--- config.mk ---
export PLATFORM = sky130hd
export DESIGN_NAME = wdms_top
export DESIGN_NICKNAME = d
export VERILOG_FILES = /design/src/wdms_pkg.sv /design/src/wdms_top.sv
export SDC_FILE = /design/constraint.sdc
export NUM_CORES = 1
export LEC_CHECK = 0
export BUFFER_PORTS_ARGS = -buffer_cell sky130_fd_sc_hd__buf_4
export CORE_MARGIN = 1
export CORE_UTILIZATION = 52
export CTS_CLUSTER_DIAMETER = 200
export DETAILED_ROUTE_END_ITERATION = 8
export GPL_ROUTABILITY_DRIVEN = 0
export PLACE_DENSITY_LB_ADDON = 0.12
export SLEW_MARGIN = 5
export SYNTH_ARGS = -nofsm -noshare
export SYNTH_HDL_FRONTEND = slang
export SYNTH_SLANG_ARGS = --single-unit
--- constraint.sdc ---
create_clock -name i_clk -period 2.08 [get_ports i_clk]
set_input_delay 0.208 -clock i_clk [delete_from_list [all_inputs] [get_ports i_clk]]
set_output_delay 0.208 -clock i_clk [all_outputs]
set_load 0.02 [all_outputs]
--- src/wdms_pkg.sv ---
package wdms_pkg;
    localparam logic [7:0] MISC_OFFSET = 8'h0c;
    localparam logic [7:0] MISC_RESET = 8'h10;
    localparam int BIT_WATCHDOG_ENABLE_REFRESH = 0;
    localparam int BIT_SLOW = 1;
    localparam int BIT_NEG = 5;
    localparam int BIT_POS = 6;
    localparam logic [7:0] MISC_USED_MASK = 8'h63;
    localparam int PRESCALE_DIV = 1024;
    localparam int WATCHDOG_ENABLE_REFRESH_MAX = 8;
    localparam int SLOW_DIV = 16;
    localparam int OSC_DIV = 2;
    localparam int CLK_PERIOD_NS = 100;
    // Reset pin pull: least 1.5 cycles, rounded up
    localparam int RST_PULL_HALF_CYCLES = 3;
    localparam int RST_PULL_CYCLES = (RST_PULL_HALF_CYCLES + 1) / 2;

    typedef struct packed {
        logic [7:0] addr;
        logic [7:0] wdata;
        logic wr;
        logic rd;
    } wdms_bus_t;

    typedef struct packed {
        logic irq_pos_sel;
        logic irq_neg_sel;
        logic slow_sel;
        logic watchdog_enable_refresh_on;
    } wdms_ctrl_t;
endpackage

--- src/wdms_top.sv ---
// Chosen here: strobed register access.
`timescale 1ns/1ps
// Functional notes
// Watchdog is 1024 prescaler plus count-to-8
// Programmable option: reset disables, zeroes counter
// Writing one to enable bit starts watchdog
// Only reset clears enable bit once set
// Counter advances every 1024 cycles when enabled
// Writing one to enable bit zeroes counter
// Counter reaching eight raises system reset
// Prescaler not cleared when watchdog enabled
// Software refreshes before timeout; first within six
// Timeout pulls reset pin low 1.5+ cycles
// Active-during-wait option keeps counting in wait
// Suspended-during-wait option stops, zeroes in wait
// Halt while enabled gives immediate watchdog reset
// Register resets to 10h; unused bits read zero
// Trigger select writes only while mask set
// Slow bit adds divide-by-16 clock stage
// Operating clock is oscillator divided by two
// Slow mode ends on clear or stop
// Options are fixed build parameters
module wdms_top #(
    parameter bit PROG_ENABLE = 1'b1,
    parameter bit ACTIVE_IN_WAIT = 1'b1
) (
    input wire logic i_clk,
    input wire logic i_rst_n,
    input wire wdms_pkg::wdms_bus_t i_bus,
    input wire logic i_irq_mask,
    input wire logic i_wait_mode,
    input wire logic i_halt_exec,
    input wire logic i_stop_mode,
    output logic [7:0] o_rdata,
    output logic o_reset_pin_n,
    output logic o_reset_pin_oe,
    output logic o_halt_inhibit,
    output logic o_op_clk_en,
    output wdms_pkg::wdms_ctrl_t o_ctrl
);
    import wdms_pkg::*;

    localparam int PW = $clog2(PRESCALE_DIV);
    localparam int CW = $clog2(WATCHDOG_ENABLE_REFRESH_MAX) + 1;
    localparam int SW = $clog2(SLOW_DIV);
    localparam int RW = $clog2(RST_PULL_CYCLES + 1) + 1;

    logic [7:0] misc_reg;
    logic [PW-1:0] pre_reg;
    logic [CW-1:0] cnt_reg;
    logic [RW-1:0] pull_reg;
    logic osc_div_reg;
    logic [SW-1:0] slow_reg;
    logic misc_wr;
    logic refresh;
    logic tick;
    logic wd_on;
    logic suspended;
    logic fire;

    assign misc_wr = i_bus.wr && (i_bus.addr == MISC_OFFSET);
    assign refresh = misc_wr && i_bus.wdata[BIT_WATCHDOG_ENABLE_REFRESH];
    assign wd_on = PROG_ENABLE ? misc_reg[BIT_WATCHDOG_ENABLE_REFRESH] : 1'b1;
    assign suspended = !ACTIVE_IN_WAIT && i_wait_mode;
    assign tick = (pre_reg == PW'(PRESCALE_DIV - 1));
    assign fire = wd_on && ((cnt_reg == CW'(WATCHDOG_ENABLE_REFRESH_MAX)) || i_halt_exec);

    // Misc register
    always_ff @(posedge i_clk or negedge i_rst_n) begin
        if (!i_rst_n) begin
            misc_reg <= MISC_RESET;
        end else begin
            if (misc_wr) begin
                if (i_bus.wdata[BIT_WATCHDOG_ENABLE_REFRESH]) begin
                    misc_reg[BIT_WATCHDOG_ENABLE_REFRESH] <= 1'b1;
                end
                misc_reg[BIT_SLOW] <= i_bus.wdata[BIT_SLOW];
                if (i_irq_mask) begin
                    misc_reg[BIT_POS] <= i_bus.wdata[BIT_POS];
                    misc_reg[BIT_NEG] <= i_bus.wdata[BIT_NEG];
                end
            end
            if (i_stop_mode) begin
                misc_reg[BIT_SLOW] <= 1'b0;
            end
        end
    end

    // Free-running prescaler, never cleared on enable
    always_ff @(posedge i_clk or negedge i_rst_n) begin
        if (!i_rst_n) begin
            pre_reg <= '0;
        end else begin
            pre_reg <= pre_reg + PW'(1);
        end
    end

    // Watchdog counter
    always_ff @(posedge i_clk or negedge i_rst_n) begin
        if (!i_rst_n) begin
            cnt_reg <= '0;
        end else if (refresh || suspended || !wd_on || fire) begin
            cnt_reg <= '0;
        end else if (tick && cnt_reg != CW'(WATCHDOG_ENABLE_REFRESH_MAX)) begin
            cnt_reg <= cnt_reg + CW'(1);
        end
    end

    // Reset pin pull on timeout
    always_ff @(posedge i_clk or negedge i_rst_n) begin
        if (!i_rst_n) begin
            pull_reg <= '0;
            o_reset_pin_n <= 1'b1;
            o_reset_pin_oe <= 1'b0;
        end else begin
            if (fire) begin
                pull_reg <= RW'(RST_PULL_CYCLES);
            end else if (pull_reg != '0) begin
                pull_reg <= pull_reg - RW'(1);
            end
            o_reset_pin_n <= !(fire || pull_reg != '0);
            o_reset_pin_oe <= fire || pull_reg != '0;
        end
    end

    // Clock path: divide by two, optional divide by sixteen
    always_ff @(posedge i_clk or negedge i_rst_n) begin
        if (!i_rst_n) begin
            osc_div_reg <= 1'b0;
            slow_reg <= '0;
            o_op_clk_en <= 1'b0;
        end else begin
            osc_div_reg <= !osc_div_reg;
            if (osc_div_reg) begin
                slow_reg <= slow_reg + SW'(1);
            end
            o_op_clk_en <= osc_div_reg && (!misc_reg[BIT_SLOW] || slow_reg == '1);
        end
    end

    // Read port and status outputs
    always_ff @(posedge i_clk or negedge i_rst_n) begin
        if (!i_rst_n) begin
            o_rdata <= '0;
            o_halt_inhibit <= 1'b0;
            o_ctrl <= '0;
        end else begin
            o_rdata <= (i_bus.rd && i_bus.addr == MISC_OFFSET) ?
                (misc_reg & MISC_USED_MASK) : 8'h00;
            o_halt_inhibit <= wd_on;
            o_ctrl.irq_pos_sel <= misc_reg[BIT_POS];
            o_ctrl.irq_neg_sel <= misc_reg[BIT_NEG];
            o_ctrl.slow_sel <= misc_reg[BIT_SLOW];
            o_ctrl.watchdog_enable_refresh_on <= wd_on;
        end
    end
endmodule
==> results.toml <==
[clock_network]
cts_root_buf = "clkbuf_4"
cts.path.max_buffers = 2
h-tree-depth = 2
cts_tree = "done"
path_clk_slew_ns = 0.10
ctsHoldBuffers = 1
worstSkewPairLatency_ns = 0.32
ctsResizeCount = 0
clkSinkCount = 37
cts_setup_buffers = 0
cts_made_buffers = 5

[detailed_routing]
vias_per_cell = 5.183
vias = 1021
wirelength_um = 2660
antenna_left = 0
wl_per_cell_um = 13.50
drc = 1
drt_first_pass_iters = 6
drtIter0Drc = 34

[timing]
setup_viol = 0
period_share_pct = 78.30
worst_clock_skew_ns = 0.003833
grt_setup_unrepaired = "false"
fmax_mhz = 614.0
final.setup.tns_ns = 0
fin_crit_ns = 1.629
timing.final.max_slew_violations = 0
hold_viol = 0

[run]
maxCapViolations = 0

[critical_path]
setup.worst_path.start = "cnt_reg[0]$_DFFE_PN0P_"
required_ns = 2.30
crit_type = "reg -> reg"
r2r_start = "cnt_reg[0]$_DFFE_PN0P_"
r2r-end = "cnt_reg[1]$_DFFE_PN0P_"
critPathCaptureType = "register"
worstSetupStartpointType = "register"
cp_max_fo = 5
crit_arrival_ns = 1.85
r2r_setup_slack_ns = 0.45
rr_worst_depth = 6

[global_route]
grt_pass1_vias = 1111
grt_max_degree = 38
grt-ovfl-total = 0
grt_antenna_before_repair = 0
grt_use_total_pct = 19.48
grt_pass1_wl_um = 4781

[pwr]
p_sw_uw = 337.6
p_leak_uw = 0.0009342
power_frac_seq_pct = 59.1
p_clk_share_pct = 24.9
p_per_area_mw_per_mm2 = 691.6
peakVddDrop_mv = 0.3561
cell_internal_pwr_uw = 975.1
combPwrFrac_pct = 16.1
swShare_pct = 25.72

[min_path]
holdPathEnd = "misc_reg[1]$_DFFE_PN0P_"
min_path_type = "in -> reg"
hp-start = "i_stop_mode"
min_path_cells = 2

[die]
rows = 19
dieArea_mm2 = 0.003318
pin_count = 40
start_util_pct = 56.36
die_w_um = 57.61
die_h_um = 57.61
core_area_mm2 = 0.002853

[place]
dp_hpwl_um = 2036
port_buffers = 30
place_area_mm2 = 0.001846

[finish]
nFillCells = 231
antenna_cells = 0
fin_util_pct = 66.54
drive_gt1_share_pct = 31.33
layout.nets = 197
final_cell_mix = "dfrtp_1 (36), buf_4 (30), nor2_1 (15)"
post-route-cell-area_mm2 = 0.001898
layout_commonest_cell = "dfrtp_1"
area_delta_synth_final_pct = 18.05
largest_register_ffs = 10

[synthesis]
synth-seq-cells = 37
ys_seq_area_share_pct = 57.67
syn-instance-count = 131
synth_enable_flop_cells = 0
ys_types = 27
yosysWarnings = 0
ys.flop_type = "dfrtp_1"
synthArstFlopShare_pct = 100.0
netlist_area_mm2 = 0.001608
avgSynthCellArea_um2 = 12.27

[outcome]
violations = "design-rule violations"
status = "finished, violations left"
-- logic make-up after synthesis --
kind of cell               Yosys count  share of synthesized area [%]
and+or+nand+nor                     46                          18.68
DFF                                 37                          57.67
buffers and inverters               17                          5.136
xor gates and xnor gates            15                          8.171
adders and majority gates            6                          4.669
muxes                                6                          4.514
AOI/OAI and AO/OA                    3                         0.9336
other                                1                         0.2332
-- per-layer routing --
metal | track usage (%) | up-vias | wire, um
met5 | 0 | - | 0
met3 | 7.710 | 2 | 134
met1 | 21.52 | 499 | 1076
li1 | - | 491 | -
met2 | 34.39 | 29 | 1432
met4 | 5.923 | 0 | 17
-- final cells by class --
class                   instances  area, um^2  share of cell area (%)
clock inverters                 1       5.005                  0.2637
multi-input cells              80       609.3                   32.10
clock buffers                   5       37.54                   1.978
repair buffers                 31       235.2                   12.39
flip-flops and latches         37       927.1                   48.85
well taps                      31       38.79                   2.044
inverters                      12       45.04                   2.373
-- synth_stat cells (all sizes together), types with 2 or more instances --
library cell	number	area (um^2)
mux2i	2	20.02
a21oi	2	10.01
nand2	7	28.78
buf	5	37.54
inv	12	45.04
nor4	4	67.56
mux2	4	52.55
xor2	6	52.55
nand4	5	37.53
nor2	16	62.56
ha	6	75.07
dfrtp	36	900.9
nand3	9	57.56
and3	3	23.77
xnor2	9	78.83
-- power by group through the flow --
stage               registers [uW]  clock network [uW]  logic (uW)
finish                         776                 326         211
global route                   781                 369         246
floorplan                      802                   0         123
CTS                            776                 338         216
global placement               789                   0         200
detailed placement             791                   0         213
-- critical path, cell delays in order (launching register included) --
cell	delay, ns
dfrtp_1	0.43
inv_1	0.06
ha_1	0.20
and3b_2	0.26
nor4_4	0.29
mux2i_1	0.23
nor2_1	0.05
-- worst max-delay path by stage --
stage               slack, ns                     end  cells after the start
floorplan                0.60  cnt_reg[1]$_DFFE_PN0P_                      6
global placement         0.52  cnt_reg[1]$_DFFE_PN0P_                      6
detailed placement       0.43  cnt_reg[1]$_DFFE_PN0P_                      6
CTS                      0.42  cnt_reg[1]$_DFFE_PN0P_                      6
global route             0.31  cnt_reg[1]$_DFFE_PN0P_                      6
finish                   0.45  cnt_reg[1]$_DFFE_PN0P_                      6
-- stage by stage --
step	std cells	hold WS [ns]	power (uW)	setup slack [ns]
finish	197	0.02065	1313	0.4514
global route	197	0.0006648	1395	0.3070
CTS	197	0.005667	1330	0.4181
detailed placement	190	0.1890	1003	0.4300
global placement	190	0.1830	988.9	0.5175
floorplan	134	-0.08759	924.5	0.6046
No activity file was read; power rests on OpenSTA's default activity.
